**config.mk**
```make
export PLATFORM = sky130hd
export DESIGN_NAME = eeprom_host
export DESIGN_NICKNAME = d
export VERILOG_FILES = /design/src/core/eeprom_host_pkg.sv /design/src/core/eeprom_host.sv
export VERILOG_INCLUDE_DIRS = /design/src /design/src/core
export SDC_FILE = /design/constraint.sdc
export NUM_CORES = 1
export LEC_CHECK = 0
export BUFFER_PORTS_ARGS = -buffer_cell sky130_fd_sc_hd__buf_2
export CORE_AREA = 10 10 125 139
export CTS_CLUSTER_DIAMETER = 80
export CTS_CLUSTER_SIZE = 16
export DETAILED_ROUTE_END_ITERATION = 8
export DIE_AREA = 0 0 135 149
export HOLD_SLACK_MARGIN = 0.06
export SLEW_MARGIN = 40
export SYNTH_ARGS = -nofsm -noshare
export SYNTH_HDL_FRONTEND = slang
export SYNTH_SLANG_ARGS = --single-unit
```
**constraint.sdc**
```tcl
create_clock -name clk -period 3.2 [get_ports clk]
set_input_delay 0.32 -clock clk [delete_from_list [all_inputs] [get_ports clk]]
set_output_delay 0.32 -clock clk [all_outputs]
set_load 0.02 [all_outputs]
```
**src/core/eeprom_host_defines.svh**
```systemverilog
// timing, address and command constants for the eeprom host controller
`ifndef EEPROM_HOST_DEFINES_SVH
`define EEPROM_HOST_DEFINES_SVH

`define CLK_PERIOD_NS 10
`define ADDR_W 13
`define DATA_W 8
`define HIGH_W 5
`define TOGGLE_BIT 6
`define PAGE_LSB 5
`define PAGE_BYTES 6'h20
`define GUARD_LEN 3'h3
`define LOCK_LEN 3'h5

// bus phase times (least times, rounded up to whole cycles)
`define ADDR_TIME_NS 20
`define LATCH_TIME_NS 20
`define STROBE_TIME_NS 100
`define RECOVER_TIME_NS 20
`define COMMIT_DELAY_TIME_NS 100
`define ADDR_LAST 4'((`ADDR_TIME_NS + `CLK_PERIOD_NS - 1) / `CLK_PERIOD_NS - 1)
`define LATCH_LAST 4'((`LATCH_TIME_NS + `CLK_PERIOD_NS - 1) / `CLK_PERIOD_NS - 1)
`define STROBE_LAST 4'((`STROBE_TIME_NS + `CLK_PERIOD_NS - 1) / `CLK_PERIOD_NS - 1)
`define RECOVER_LAST 4'((`RECOVER_TIME_NS + `CLK_PERIOD_NS - 1) / `CLK_PERIOD_NS - 1)
`define COMMIT_LAST 4'((`COMMIT_DELAY_TIME_NS + `CLK_PERIOD_NS - 1) / `CLK_PERIOD_NS - 1)

// page byte window (longest, rounded down) and programming time (least, rounded down)
`define PAGE_WINDOW_TIME_US 100
`define PROG_TIME_MS 5

// unlock and lock command bytes: {address, data}
`define CMD0_ADDR 13'h1555
`define CMD0_DATA 8'hAA
`define CMD1_ADDR 13'h0AAA
`define CMD1_DATA 8'h55
`define CMD2_ADDR 13'h1555
`define CMD2_GUARD_DATA 8'hA0
`define CMD2_LOCK_DATA 8'h80
`define CMD3_ADDR 13'h1555
`define CMD3_DATA 8'hAA
`define CMD4_ADDR 13'h0AAA
`define CMD4_DATA 8'h55
`define LOCK_REG_ADDR 13'h1FFF

`endif

```
**src/core/eeprom_host_pkg.sv**
```systemverilog
// types shared by the eeprom host controller
`default_nettype none
package eeprom_host_pkg;
  typedef enum logic [1:0]
  {
    OP_FETCH = 2'h0,
    OP_READ = 2'h1,
    OP_WRITE = 2'h2,
    OP_LOCK = 2'h3
  } op_t;

  typedef enum logic [2:0]
  {
    ST_IDLE = 3'h0,
    ST_ADDR = 3'h1,
    ST_LATCH = 3'h3,
    ST_STROBE = 3'h2,
    ST_RECOVER = 3'h6,
    ST_WAIT_PAGE = 3'h7,
    ST_COMMIT = 3'h5,
    ST_POLL_GAP = 3'h4
  } state_t;
endpackage : eeprom_host_pkg
`default_nettype wire

```
**src/core/eeprom_host.sv**
```systemverilog
// host controller that drives a multiplexed-bus eeprom peripheral through its pins
`default_nettype none
`include "eeprom_host_defines.svh"
// Notes on behaviour
// - Program-fetch low with read and write high reads the array byte.
// - Data read strobe low reads the array; fetch and write strobes stay high.
// - Write: write strobe low, read high, data on bus; captured on rising edge.
// - Host holds write-commit low throughout every write cycle.
// - Host lowers chip select before the address latch strobe falls.
// - Locking and unlocking use only a dedicated six-byte write sequence.
// - With write guard on, host sends three command bytes before the first byte of a page.
module eeprom_host
#(
  parameter logic [19:0] PAGE_WINDOW_CYC = 20'(`PAGE_WINDOW_TIME_US * 1000 / `CLK_PERIOD_NS),
  parameter logic [19:0] PROG_TIMEOUT_CYC = 20'(`PROG_TIME_MS * 1000000 / `CLK_PERIOD_NS)
)
(
  input wire logic clk,
  input wire logic reset,
  input wire logic req_valid,
  input wire eeprom_host_pkg::op_t req_op,
  input wire logic [`ADDR_W-1:0] req_addr,
  input wire logic [`DATA_W-1:0] req_data,
  input wire logic req_last,
  input wire logic req_guard,
  input wire logic abort_commit,
  output logic req_ready,
  output logic rsp_valid,
  output logic rsp_error,
  output logic [`DATA_W-1:0] rsp_data,
  output logic ce_n,
  output logic ale,
  output logic program_fetch_strobe_n,
  output logic rd_n,
  output logic wr_n,
  output logic write_commit_n,
  output logic [`HIGH_W-1:0] addr_high_bits,
  input wire logic [`DATA_W-1:0] mux_addr_data_low_in,
  output logic [`DATA_W-1:0] mux_addr_data_low_out,
  output logic mux_addr_data_low_oe
);
  import eeprom_host_pkg::*;

  state_t state_ff, nxt_state;
  logic [3:0] cnt_ff;
  op_t op_ff;
  logic [`ADDR_W-1:0] addr_ff;
  logic [`DATA_W-1:0] data_ff, rdata_ff;
  logic last_ff, polling_ff, have_prev_ff, prev_bit_ff;
  logic [2:0] seq_ff, seq_len_ff;
  logic [5:0] page_cnt_ff;
  logic [19:0] timer_ff;
  logic phase_end, take, refuse, fits, is_write, in_cmd, poll_done, poll_timeout;
  logic [`ADDR_W+`DATA_W-1:0] cmd;
  logic [`ADDR_W-1:0] cur_addr;
  logic [`DATA_W-1:0] cur_data;

  // ----------------------------------------------------------------
  // command table and bus cycle target
  // ----------------------------------------------------------------
  function automatic logic [`ADDR_W+`DATA_W-1:0] cmd_entry(input logic [2:0] idx, input logic lock);
    case (idx)
      3'h0: cmd_entry = {`CMD0_ADDR, `CMD0_DATA};
      3'h1: cmd_entry = {`CMD1_ADDR, `CMD1_DATA};
      3'h2: cmd_entry = lock ? {`CMD2_ADDR, `CMD2_LOCK_DATA} : {`CMD2_ADDR, `CMD2_GUARD_DATA};
      3'h3: cmd_entry = {`CMD3_ADDR, `CMD3_DATA};
      default: cmd_entry = {`CMD4_ADDR, `CMD4_DATA};
    endcase
  endfunction : cmd_entry

  assign is_write = (op_ff == OP_WRITE || op_ff == OP_LOCK) && !polling_ff;
  assign in_cmd = is_write && (seq_ff < seq_len_ff);
  assign cmd = cmd_entry(seq_ff, op_ff == OP_LOCK);
  assign cur_addr = in_cmd ? cmd[`ADDR_W+`DATA_W-1:`DATA_W] : addr_ff;
  assign cur_data = in_cmd ? cmd[`DATA_W-1:0] : data_ff;
  // same A5..A12 row and room left in the page
  assign fits = req_op == OP_WRITE && op_ff == OP_WRITE && req_addr[`ADDR_W-1:`PAGE_LSB] == addr_ff[`ADDR_W-1:`PAGE_LSB]
    && page_cnt_ff < `PAGE_BYTES;
  assign poll_done = polling_ff && have_prev_ff && rdata_ff[`TOGGLE_BIT] == prev_bit_ff;
  assign poll_timeout = polling_ff && timer_ff >= PROG_TIMEOUT_CYC;

  // ----------------------------------------------------------------
  // sequencer
  // ----------------------------------------------------------------
  always_comb
  begin
    nxt_state = state_ff;
    take = 1'b0;
    refuse = 1'b0;
    case (state_ff)
      ST_ADDR: phase_end = cnt_ff == `ADDR_LAST;
      ST_LATCH: phase_end = cnt_ff == `LATCH_LAST;
      ST_STROBE: phase_end = cnt_ff == `STROBE_LAST;
      ST_COMMIT: phase_end = cnt_ff == `COMMIT_LAST;
      default: phase_end = cnt_ff == `RECOVER_LAST;
    endcase
    case (state_ff)
      ST_IDLE:
        if (req_valid && req_ready)
        begin
          take = 1'b1;
          nxt_state = ST_ADDR;
        end
      ST_ADDR: if (phase_end) nxt_state = ST_LATCH;
      ST_LATCH: if (phase_end) nxt_state = ST_STROBE;
      ST_STROBE: if (phase_end) nxt_state = ST_RECOVER;
      ST_RECOVER:
        if (phase_end)
        begin
          if (in_cmd) nxt_state = ST_ADDR;
          else if (is_write) nxt_state = last_ff ? ST_COMMIT : ST_WAIT_PAGE;
          else if (polling_ff) nxt_state = poll_done ? ST_IDLE : ST_POLL_GAP;
          else nxt_state = ST_IDLE;
        end
      ST_WAIT_PAGE:
        if (req_valid && fits)
        begin
          take = 1'b1;
          nxt_state = ST_ADDR;
        end
        else if (req_valid)
        begin
          refuse = 1'b1;
          nxt_state = ST_COMMIT;
        end
        else if (timer_ff >= PAGE_WINDOW_CYC) nxt_state = ST_POLL_GAP;
      ST_COMMIT:
        if (abort_commit) nxt_state = ST_IDLE;
        else if (phase_end) nxt_state = ST_POLL_GAP;
      ST_POLL_GAP:
        if (poll_timeout) nxt_state = ST_IDLE;
        else if (phase_end) nxt_state = ST_ADDR;
      default: nxt_state = ST_IDLE;
    endcase
  end

  always_ff @(posedge clk)
  begin
    if (reset)
    begin
      state_ff <= ST_IDLE;
      cnt_ff <= 4'h0;
    end
    else
    begin
      state_ff <= nxt_state;
      cnt_ff <= (nxt_state != state_ff || phase_end) ? 4'h0 : cnt_ff + 4'h1;
    end
  end

  // ----------------------------------------------------------------
  // request capture, command sequence and page bookkeeping
  // ----------------------------------------------------------------
  always_ff @(posedge clk)
  begin
    if (reset)
    begin
      op_ff <= OP_FETCH;
      addr_ff <= '0;
      data_ff <= '0;
      last_ff <= 1'b0;
      seq_ff <= 3'h0;
      seq_len_ff <= 3'h0;
      page_cnt_ff <= 6'h0;
    end
    else if (take)
    begin
      op_ff <= req_op;
      addr_ff <= req_op == OP_LOCK ? `LOCK_REG_ADDR : req_addr;
      data_ff <= req_data;
      last_ff <= req_last || req_op == OP_LOCK;
      seq_ff <= 3'h0;
      // guard bytes precede only the first byte of a page
      if (req_op == OP_LOCK) seq_len_ff <= `LOCK_LEN;
      else if (req_op == OP_WRITE && req_guard && state_ff == ST_IDLE) seq_len_ff <= `GUARD_LEN;
      else seq_len_ff <= 3'h0;
      if (state_ff == ST_IDLE) page_cnt_ff <= 6'h0;
    end
    else if (state_ff == ST_RECOVER && phase_end && is_write)
    begin
      if (in_cmd) seq_ff <= seq_ff + 3'h1;
      else page_cnt_ff <= page_cnt_ff + 6'h1;
    end
  end

  // ----------------------------------------------------------------
  // page window and programming timer, toggle polling
  // ----------------------------------------------------------------
  always_ff @(posedge clk)
  begin
    if (reset) timer_ff <= 20'h0;
    else if (state_ff == ST_STROBE && cnt_ff == 4'h0 && is_write) timer_ff <= 20'h0;
    else if (state_ff == ST_COMMIT && nxt_state == ST_POLL_GAP) timer_ff <= 20'h0;
    else if (state_ff == ST_WAIT_PAGE && nxt_state == ST_POLL_GAP) timer_ff <= 20'h0;
    else if (timer_ff != 20'hFFFFF) timer_ff <= timer_ff + 20'h1;
  end

  always_ff @(posedge clk)
  begin
    if (reset)
    begin
      polling_ff <= 1'b0;
      have_prev_ff <= 1'b0;
      prev_bit_ff <= 1'b0;
      rdata_ff <= '0;
    end
    else
    begin
      if (state_ff == ST_RECOVER && cnt_ff == 4'h0) rdata_ff <= mux_addr_data_low_in;
      if (nxt_state == ST_POLL_GAP && !polling_ff)
      begin
        polling_ff <= 1'b1;
        have_prev_ff <= 1'b0;
      end
      else if (nxt_state == ST_IDLE) polling_ff <= 1'b0;
      if (polling_ff && state_ff == ST_RECOVER && phase_end)
      begin
        have_prev_ff <= 1'b1;
        prev_bit_ff <= rdata_ff[`TOGGLE_BIT];
      end
    end
  end

  // ----------------------------------------------------------------
  // user responses
  // ----------------------------------------------------------------
  always_ff @(posedge clk)
  begin
    if (reset)
    begin
      req_ready <= 1'b0;
      rsp_valid <= 1'b0;
      rsp_error <= 1'b0;
      rsp_data <= '0;
    end
    else
    begin
      req_ready <= nxt_state == ST_IDLE || (nxt_state == ST_WAIT_PAGE && !take);
      rsp_valid <= 1'b0;
      rsp_error <= 1'b0;
      if (state_ff == ST_RECOVER && phase_end && !is_write && !polling_ff)
      begin
        rsp_valid <= 1'b1;
        rsp_data <= rdata_ff;
      end
      else if (refuse || (state_ff == ST_COMMIT && abort_commit) || (state_ff == ST_POLL_GAP && poll_timeout))
      begin
        rsp_valid <= 1'b1;
        rsp_error <= 1'b1;
      end
      else if (state_ff == ST_RECOVER && phase_end && poll_done) rsp_valid <= 1'b1;
    end
  end

  // ----------------------------------------------------------------
  // pin drivers, one cycle behind the sequencer
  // ----------------------------------------------------------------
  always_ff @(posedge clk)
  begin
    if (reset)
    begin
      ce_n <= 1'b1;
      ale <= 1'b0;
      program_fetch_strobe_n <= 1'b1;
      rd_n <= 1'b1;
      wr_n <= 1'b1;
      write_commit_n <= 1'b1;
      addr_high_bits <= '0;
      mux_addr_data_low_out <= '0;
      mux_addr_data_low_oe <= 1'b0;
    end
    else
    begin
      // chip select falls with the latch strobe rising, ahead of its fall
      ce_n <= !(state_ff inside {ST_ADDR, ST_LATCH, ST_STROBE, ST_RECOVER});
      ale <= state_ff == ST_ADDR;
      program_fetch_strobe_n <= !(state_ff == ST_STROBE && op_ff == OP_FETCH && !polling_ff);
      rd_n <= !(state_ff == ST_STROBE && (op_ff == OP_READ || polling_ff));
      wr_n <= !(state_ff == ST_STROBE && is_write);
      write_commit_n <= !(is_write && state_ff != ST_IDLE);
      addr_high_bits <= cur_addr[`ADDR_W-1:`DATA_W];
      mux_addr_data_low_out <= state_ff inside {ST_ADDR, ST_LATCH} ? cur_addr[`DATA_W-1:0] : cur_data;
      mux_addr_data_low_oe <= state_ff inside {ST_ADDR, ST_LATCH}
        || (is_write && state_ff inside {ST_STROBE, ST_RECOVER});
    end
  end
endmodule : eeprom_host
`default_nettype wire

```
### Yosys cells after proc, flatten, opt, wreduce, memory -nomap -nowiden

Index checks and enable logic that the tools add are counted.

| storage, ports and cells | value |
|---|---|
| word-level logic and storage cells | 174 |
| flip-flop bits (word level) | 105 |
| input bits | 37 |

| cells by class | value |
|---|---|
| order comparisons | 4 |
| reductions and logical operators | 70 |
| add/subtract/negate cells | 4 |
| muxes and demuxes | 45 |
| equal/unequal tests | 24 |

Operators with widths:

| kind | count |
|---|---|
| 2-to-1 mux 3 bit | 17 |
| case mux 21 bit (2 select lines) | 1 |
| logical AND 1 bit | 34 |
| 2-to-1 mux 6 bit | 5 |
| 2-to-1 mux 13 bit | 2 |
| case mux 3 bit (8 select lines) | 1 |
| adder 20 x 1 -> 20 bit (second input constant) | 1 |
| greater-or-equal comparator 20 x 14 -> 1 bit (second input constant) | 1 |
| greater-or-equal comparator 20 x 19 -> 1 bit (second input constant) | 1 |
| != test 20 bit (second input constant) | 1 |
| equality test 3 bit (second input constant) | 6 |
| 2-to-1 mux 8 bit | 2 |
| 2-to-1 mux 1 bit | 14 |
| equality test 3 x 2 -> 1 bit (second input constant) | 4 |
| nonzero test 2 bit | 5 |
| OR reduction 2 bit | 5 |
| zero test 3 bit | 3 |
| equality test 2 bit (second input constant) | 4 |
| equality test 8 bit | 1 |
| zero test 1 bit | 8 |
| logical OR 1 bit | 8 |
| adder 6 x 1 -> 6 bit (second input constant) | 1 |
| < comparator 6 bit (second input constant) | 1 |
| adder 4 x 1 -> 4 bit (second input constant) | 1 |
| 19 further kinds | 20 |

### Logic depth before layout (Yosys ltp)

Gate-level depths: netlist (run 1).

| depth | value |
|---|---|
| word-level depth | 12 |
| depth in mapped cells | 10 |

### Least setup slack after synthesis (run 1)

Ideal clock, no wire load.

| timing | value |
|---|---|
| path kind | register to register |
| from | reg cnt_ff[0] |
| to | reg timer_ff[11] |
| stages on the path, launching flop included | 9 |
| path slack | 922 ps |
| arrival | 2,150 ps |
| period minus slack after synthesis | 2,278 ps |
| path buffers | 1 |
| cell sequence | dfxtp_1 -> ha_1 -> or3b_4 -> mux2i_4 -> a21boi_2 -> or3_4 -> o31ai_4 -> buf_6 -> nor3b_2 |

| on the way | value |
|---|---|
| cells in the longest elaborated chain, start to end | 8 |
| elaborated cells on any way between the ends | 19 |
| those cells by class | eq/ne (3); mux (10); reduce/logical (6) |

RTL lines:

| item | RTL line | source |
|---|---|---|
| start: declaration | eeprom_host.sv:45 | `logic [3:0] cnt_ff;` |
| start signal: assignment | eeprom_host.sv:147 | `cnt_ff <= (nxt_state != state_ff \|\| phase_end) ? 4'h0 : cnt_ff + 4'h1;` |
| equality test 4 x 1 -> 1 bit (no source line) / equality test 4 bit (equally long branches) | - |  |
| 2-to-1 mux 1 bit | - |  |
| 2-to-1 mux 3 bit, on equally long branches | eeprom_host.sv:132, eeprom_host.sv:129 |  |
| 2-to-1 mux 3 bit, on equally long branches | eeprom_host.sv:131, eeprom_host.sv:128 |  |
| case mux 3 bit (8 select lines) | eeprom_host.sv:97 | `case (state_ff)` |
| equality test 3 bit | eeprom_host.sv:193, eeprom_host.sv:194 |  |
| logical AND 1 bit, on equally long branches | eeprom_host.sv:193, eeprom_host.sv:194 |  |
| OR reduction 4 bit (no source line) * | - |  |
| end signal: assignment | eeprom_host.sv:195 | `else if (timer_ff != 20'hFFFFF) timer_ff <= timer_ff + 20'h1;` |
| end: declaration | eeprom_host.sv:52 | `logic [19:0] timer_ff;` |

Mark *: on every way between the ends. The rest lies on a longest branch, timed or not.
A chain may end at the register's enable or synchronous reset.

### Worst setup path in the final report (run 1)

| timing | value |
|---|---|
| from | reg state_ff[0] |
| to | reg timer_ff[11] |

| on the way | value |
|---|---|
| cells in the longest elaborated chain, start to end | 9 |
| elaborated cells on any way between the ends | 29 |
| those cells by class | eq/ne (8); mux (14); reduce/logical (7) |

RTL lines:

| item | RTL line | source |
|---|---|---|
| start: declaration | eeprom_host.sv:44 | `state_t state_ff, nxt_state;` |
| start signal: assignment | eeprom_host.sv:146 | `state_ff <= nxt_state;` |
| equality test 3 x 2 -> 1 bit / equality test 3 bit (equally long branches) | - |  |
| OR reduction 2 bit (no source line) | - |  |
| 2-to-1 mux 1 bit | - |  |
| 2-to-1 mux 3 bit, on equally long branches | eeprom_host.sv:132, eeprom_host.sv:129 |  |
| 2-to-1 mux 3 bit, on equally long branches | eeprom_host.sv:131, eeprom_host.sv:128 |  |
| case mux 3 bit (8 select lines) | eeprom_host.sv:97 |  |
| equality test 3 bit | eeprom_host.sv:193, eeprom_host.sv:194 |  |
| logical AND 1 bit, on equally long branches | eeprom_host.sv:193, eeprom_host.sv:194 |  |
| OR reduction 4 bit (no source line) * | - |  |

Marked as above.

==> results.cfg, run 1 <==
[worst_setup_path]
cp_max_fo = 20
r2r_slack_ns = 0.54
critPathRequiredTime_ns = 3.43
r2r.worst_path.cells = 8
setup.worst_path.start = state_ff[0]$_SDFF_PP0_
slowest_delay_ns = 0.68
endpoint = timer_ff[11]$_SDFFE_PP0P_
critical_path_class = flip-flop to flip-flop
worstReg2RegEnd = timer_ff[11]$_SDFFE_PP0P_
cp_slowest_cell = dfxtp_1
arrival_ns = 2.89
startpoint_type = flip-flop
cpMostUsedCell = nor3b_2
path_cells = nor3b_2 > a21oi_2 > mux2i_4 > a21boi_2 > or3_4 > o31ai_4 > buf_4 > nor3b_2
r2r-start = state_ff[0]$_SDFF_PP0_
cp-end-kind = flip-flop

[placed_design]
gp_congestion = 0.8694
post-dp-hpwl_um = 9251
dp_cells = 818
port_buffers = 67

[route]
drc = 0
wl_um = 12250
drt_iter0_drc = 208
first_pass_iters = 4
wl_per_cell_um = 14.69
antenna_left = 0
vias = 4180
drt-vias-per-instance = 5.012

[yosys]
synth-simple-area-share_pct = 25.43
synth_xor_area_share_pct = 5.436
ys_warn_count = 0
yosysMostFrequentCell = dfxtp_1
synth_top_family_by_area = simple AND/OR/NAND/NOR gates
synthTopCellsByCount = dfxtp_1, nor2_1, nand2_1, mux2i_1
yosys_most_used_dff = dfxtp_1
synthTopCellsByArea = dfxtp_1, nor2_1, nand2_1, mux2i_1, xor2_1
syn_nets = 626
synth_edf_count = 0
synth_area_leader_cell = dfxtp_1
synthCells = 577
synthAdderAreaFrac_pct = 3.006
synth_top_area_share_pct = 42.08
synth_mux_area_share_pct = 5.887
seq_area_frac_synth_pct = 42.08
synthesis.area_mm2 = 0.004995
synth-seq-cells = 105
yosysUniqueCellTypes = 62
synth.avg_cell_area_um2 = 8.656
synthArstFlopShare_pct = 0
synth_compound_area_share_pct = 14.05

[clock_tree]
cts-root-buf = clkbuf_16
cts_htree_levels = 3
ctsHoldBuffers = 0
clkSinkCount = 105
cts_buffer_depth = 2
cts_tree = built
cts.clk_slew.worst_paths_ns = 0.07
cts_buffers = 9
postCtsSetupRepairBufs = 0
cts_resized = 0
clk-insertion-delay-late_ns = 0.35

[final_layout]
n_antenna_cell = 0
fillers = 1459
layout-drive-gt1-share_pct = 19.91
instances_no_fill = 834
num-nets-final = 682
area_growth_pct = 15.93
fin_util_pct = 39.55

[power_and_ir_drop]
p_switching_mw = 1.067
p_leak_nw = 2.236
power_mw = 3.389
clkPwrFrac_pct = 33.7
pwr-share-seq_pct = 45.1
internal_power_mw = 2.322
swShare_pct = 31.49
pwr-share-comb_pct = 21.2
ir_worst_vdd_mv = 0.2731
p_per_area_mw_per_mm2 = 585.3

[floorplan]
dieWidth_um = 135
ioPinCount = 68
die_h_um = 149
core-area_mm2 = 0.01464
die-area_mm2 = 0.02012
row_count = 47
start_util_pct = 34.11

[sta]
setup_tns_ns = 0
slew_viol_final = 0
period_share_pct = 83.13
fmax_mhz = 375.9
skew_ns = 0.008740
worst_pin_slew_ns = 0.7615
period_minus_slack_ns = 2.660
timing_hold_violations_final = 0
rsz0062_at_grt = false
max_slew_margin_pct = 49.05
setup_viol = 0

[grt]
grt_pass1_wl_um = 20100
grt_pass1_vias = 4040
overflow = 0
track_usage_pct = 12.10
antenna_found_initial = 0
grt_max_degree = 47

[job]
drv_cap = 0

[status]
status = finished clean

[hold_path]
hold_class = input pin to flip-flop
==> power by group through the flow <==
| stage | combinational, mW | clock [mW] | sequential (mW) |
|---|---|---|---|
| 6_report | 0.718 | 1.14 | 1.53 |
| 5_1_grt | 0.803 | 1.21 | 1.54 |
| 4_1_cts | 0.725 | 1.17 | 1.53 |
| 3_5_place_dp | 0.722 | 0 | 1.56 |
| 3_3_place_gp | 0.711 | 0 | 1.55 |
| 2_1_floorplan | 0.557 | 0 | 1.54 |
==> cells by family after synthesis <==
| logic type | after synthesis |
|---|---|
| multiplexers | 28 |
| AND/OR/NAND/NOR | 266 |
| XOR/XNOR | 31 |
| adder cells (fa/ha/maj) | 12 |
| AO/OA/AOI/OAI | 93 |
| buffers and inverters | 42 |
| flip-flops | 105 |
==> sequential cells by signal, summed over array words and instances (netlist names), 2 cells and up <==
name and cells:
state_ff 3, timer_ff 20, rsp_data 8, addr_ff 13, data_ff 8, addr_high_bits 5
op_ff 2, rdata_ff 8, mux_addr_data_low_out 8, seq_ff 3, page_cnt_ff 6, seq_len_ff 3
cnt_ff 4
==> worst min path at each step <==
stage	startpoint	endpoint	slack (ns)	depth (start not counted)
floorplan	rdata_ff[0]$_SDFFE_PP0P_	rsp_data[0]$_SDFFE_PP0P_	0.44	2
global placement	rsp_data[4]$_SDFFE_PP0P_	rsp_data[4]$_SDFFE_PP0P_	0.44	2
detailed placement	rsp_data[4]$_SDFFE_PP0P_	rsp_data[4]$_SDFFE_PP0P_	0.44	2
CTS	mux_addr_data_low_in[3]	rdata_ff[3]$_SDFFE_PP0P_	0.19	3
global route	mux_addr_data_low_in[3]	rdata_ff[3]$_SDFFE_PP0P_	0.21	3
finish	mux_addr_data_low_in[3]	rdata_ff[3]$_SDFFE_PP0P_	0.20	3
==> layout by cell type (no fill, tap or decap), types with 5 or more instances in the layout <==
cell       instances
dfxtp_1          105
nor2_1            87
nand2_1           73
buf_2             67
mux2i_1           26
nand3_1           25
a21oi_1           25
xor2_1            22
nor2_2            18
inv_1             14
a211oi_1          13
nor3_1            12
ha_1              12
nand4_1           10
xnor2_1            9
clkbuf_16          9
a31oi_1            8
o21ai_0            8
nor2b_1            6
a211oi_2           5
o21a_1             5
buf_4              5
==> area by class of cell <==
type                            instances  area, um2  share of cell area, %
Inverter                               14      52.55                 0.9075
Timing Repair Buffer                   73      392.9                  6.785
Clock inverter                          6      71.32                  1.232
Clock buffer                           10      239.0                  4.127
Multi-Input combinational cell        430       2688                  46.41
Sequential cell                       105       2102                  36.30
Tap cell                              196      245.2                  4.235
==> per-layer routing <==
metal	up-vias	global-route usage, %	share of wire [%]
met4	0	4.526	1.9
met2	83	20.92	49
met3	18	2.763	5.6
li1	2107	-	-
met1	1972	14.25	44
met5	-	0	0
==> worst max-delay path: cells and delay by family (launching register included) <==
family	cells	cell delay, ns
DFF	1	0.68
and+or+nand+nor	3	0.61
AOI/OAI and AO/OA	3	0.52
muxes	1	0.37
buffers and inverters	1	0.35
==> stage by stage <==
step	hold WS, ns	area, um2	setup WS [ns]
4_1_cts	0.1882	5791	0.5576
5_1_grt	0.2089	5791	0.4086
3_5_place_dp	0.4447	5480	0.5617
3_3_place_gp	0.4436	5480	0.6287
6_report	0.1994	5791	0.5398
2_1_floorplan	0.4432	4995	0.9215
Power figures use the tool's default switching activity.
==> run 2, diff against run 1 <==
==> constraint.sdc (replaced) <==
create_clock -name clk -period 2.51 [get_ports clk]
set_input_delay 0.251 -clock clk [delete_from_list [all_inputs] [get_ports clk]]
set_output_delay 0.251 -clock clk [all_outputs]
set_load 0.02 [all_outputs]
==> run 2 against run 1 <==
  * Wire length grew 2.5%
  * Critical endpoint unchanged
  * Core utilization grew 0.73 points
  * Sequential share of layout area shrank 0.65 points
  * Combinational power grew 43%
  * Largest power group unchanged
  * Sequential power grew 25%
  * Clock-buffer cell count is the same
  * Highest routed layer unchanged
==> results.cfg, run 2 (synthesis gave the netlist of run 1 again) <==
[final_layout]
largest_register_ff_count = 20
regMostFlops = timer_ff
n_antenna_cell = 0
layout_commonest_cell = dfxtp_1
layout-drive-gt1-share_pct = 21.63
layout_common_cells = dfxtp_1, nor2_1, nand2_1
fillers = 1464
num-nets-final = 697
fin_util_pct = 40.27
largestRegisters = timer_ff (20), addr_ff (13)
area_growth_pct = 18.06

[clock_tree]
cts_buffers = 9
cts_buffer_depth = 2
cts.clk_slew.worst_paths_ns = 0.07
clkSinkCount = 105
ctsHoldBuffers = 0
cts-root-buf = clkbuf_16
clk-insertion-delay-late_ns = 0.35
cts_htree_levels = 3
cts_tree = built

[worst_setup_path]
startpoint_type = flip-flop
critical_path_class = flip-flop to flip-flop
cp-end-kind = flip-flop
r2r_slack_ns = 0.18
r2r.worst_path.cells = 8
worstReg2RegEnd = timer_ff[11]$_SDFFE_PP0P_
arrival_ns = 2.55
cp_max_fo = 20
r2r-start = cnt_ff[0]$_SDFF_PP0_
critPathRequiredTime_ns = 2.73

[route]
antenna_left = 0
wl_per_cell_um = 14.80
drt-vias-per-instance = 4.955
wl_um = 12550
drc = 0
first_pass_iters = 6
drt_iter0_drc = 229
vias = 4202

[grt]
grt_pass1_vias = 4235
grt_max_degree = 29
antenna_found_initial = 0
grt_pass1_wl_um = 21220
overflow = 0
track_usage_pct = 12.83

[sta]
fmax_mhz = 428.5
setup_viol = 0
period_share_pct = 92.99
max_slew_margin_pct = 58.40
setup_tns_ns = 0
timing_hold_violations_final = 0
skew_ns = 0.008518
worst_pin_slew_ns = 0.6240
period_minus_slack_ns = 2.334
rsz0062_at_grt = false
slew_viol_final = 0

[hold_path]
min_path_cells = 3
holdPathEnd = data_ff[3]$_SDFFE_PP0P_
hold_class = input pin to flip-flop
min-delay-start = req_data[3]

[floorplan]
row_count = 47
ioPinCount = 68
die_h_um = 149
core-area_mm2 = 0.01464
start_util_pct = 34.11
dieWidth_um = 135
die-area_mm2 = 0.02012

[job]
drv_cap = 0

[power_and_ir_drop]
p_leak_nw = 2.302
p_per_area_mw_per_mm2 = 730.7
ir_worst_vdd_mv = 0.4220

[placed_design]
port_buffers = 67
post-dp-hpwl_um = 9607
gp_congestion = 0.8456

[status]
status = finished clean
[run 2: changes by cell type in the layout (fill, tap and decap cells not counted), sizes merged]
cell      before  now
buf           73   88
clkinv         0    1
inv           17   14
clkinvlp       2    3
[run 2: per-layer routing]
layer  wire (um)  vias to the layer above  GRT usage (%)  share of wire, %
li1            -                     2129              -                 -
met1        5316                     1974          14.43                42
met2        6399                       86          22.79                51
met3         606                       13          3.571               4.8
met4         229                        0          4.256               1.8
met5           0                        -              0                 0
[run 2: power by group]
part	internal [mW]	total [mW]	switching, mW
Sequential	1.80	1.91	0.111
Clock	0.766	1.37	0.604
Combinational	0.410	1.03	0.617
Total	2.98	4.31	1.33
[run 2: repair_timing]
action / 4_1_cts / 5_1_grt
endpoints found under the setup margin: 0 / 2
gates resized for setup: 0 / 1
buffers inserted: 0 / 1
[run 2: critical path, stage by stage, from the launching register on]
cell and delay (ns):
dfxtp_1 0.40, ha_1 0.19, or3b_4 0.42, mux2i_4 0.17
a21boi_2 0.08, or3_4 0.40, o31ai_4 0.27, buf_12 0.22
nor3b_2 0.06
[run 2: worst max path at each step]
stage / startpoint / to / slack [ns] / depth (start not counted)
5_1_grt: timer_ff[4]$_SDFFE_PP0P_ / req_ready$_SDFF_PP0_ / 0.04 / 7
3_3_place_gp: cnt_ff[0]$_SDFF_PP0_ / timer_ff[11]$_SDFFE_PP0P_ / 0.23 / 8
2_1_floorplan: cnt_ff[0]$_SDFF_PP0_ / timer_ff[11]$_SDFFE_PP0P_ / 0.23 / 8
6_report: cnt_ff[0]$_SDFF_PP0_ / timer_ff[11]$_SDFFE_PP0P_ / 0.18 / 8
3_5_place_dp: cnt_ff[0]$_SDFF_PP0_ / req_ready$_SDFF_PP0_ / 0.17 / 8
4_1_cts: cnt_ff[0]$_SDFF_PP0_ / req_ready$_SDFF_PP0_ / 0.14 / 8
[run 2: layout make-up]
type                            instances  area, um2  share of cell area [%]
Clock buffer                           10      229.0                   3.883
Clock inverter                          5      57.56                  0.9760
Inverter                               14      52.55                  0.8912
Multi-Input combinational cell        430       2693                   45.66
Sequential cell                       105       2102                   35.65
Tap cell                              196      245.2                   4.159
Timing Repair Buffer                   88      518.0                   8.784
[run 2: stage by stage]
step	power [mW]	area, um2	setup slack, ns	hold slack [ns]	cells
floorplan	2.669	4995	0.2315	0.3949	577
global placement	2.945	5598	0.2350	0.4424	832
global route	4.557	5897	0.03612	0.1547	848
detailed placement	2.966	5598	0.1685	0.4461	832
finish	4.309	5897	0.1760	0.1371	848
CTS	4.354	5884	0.1443	0.1253	847
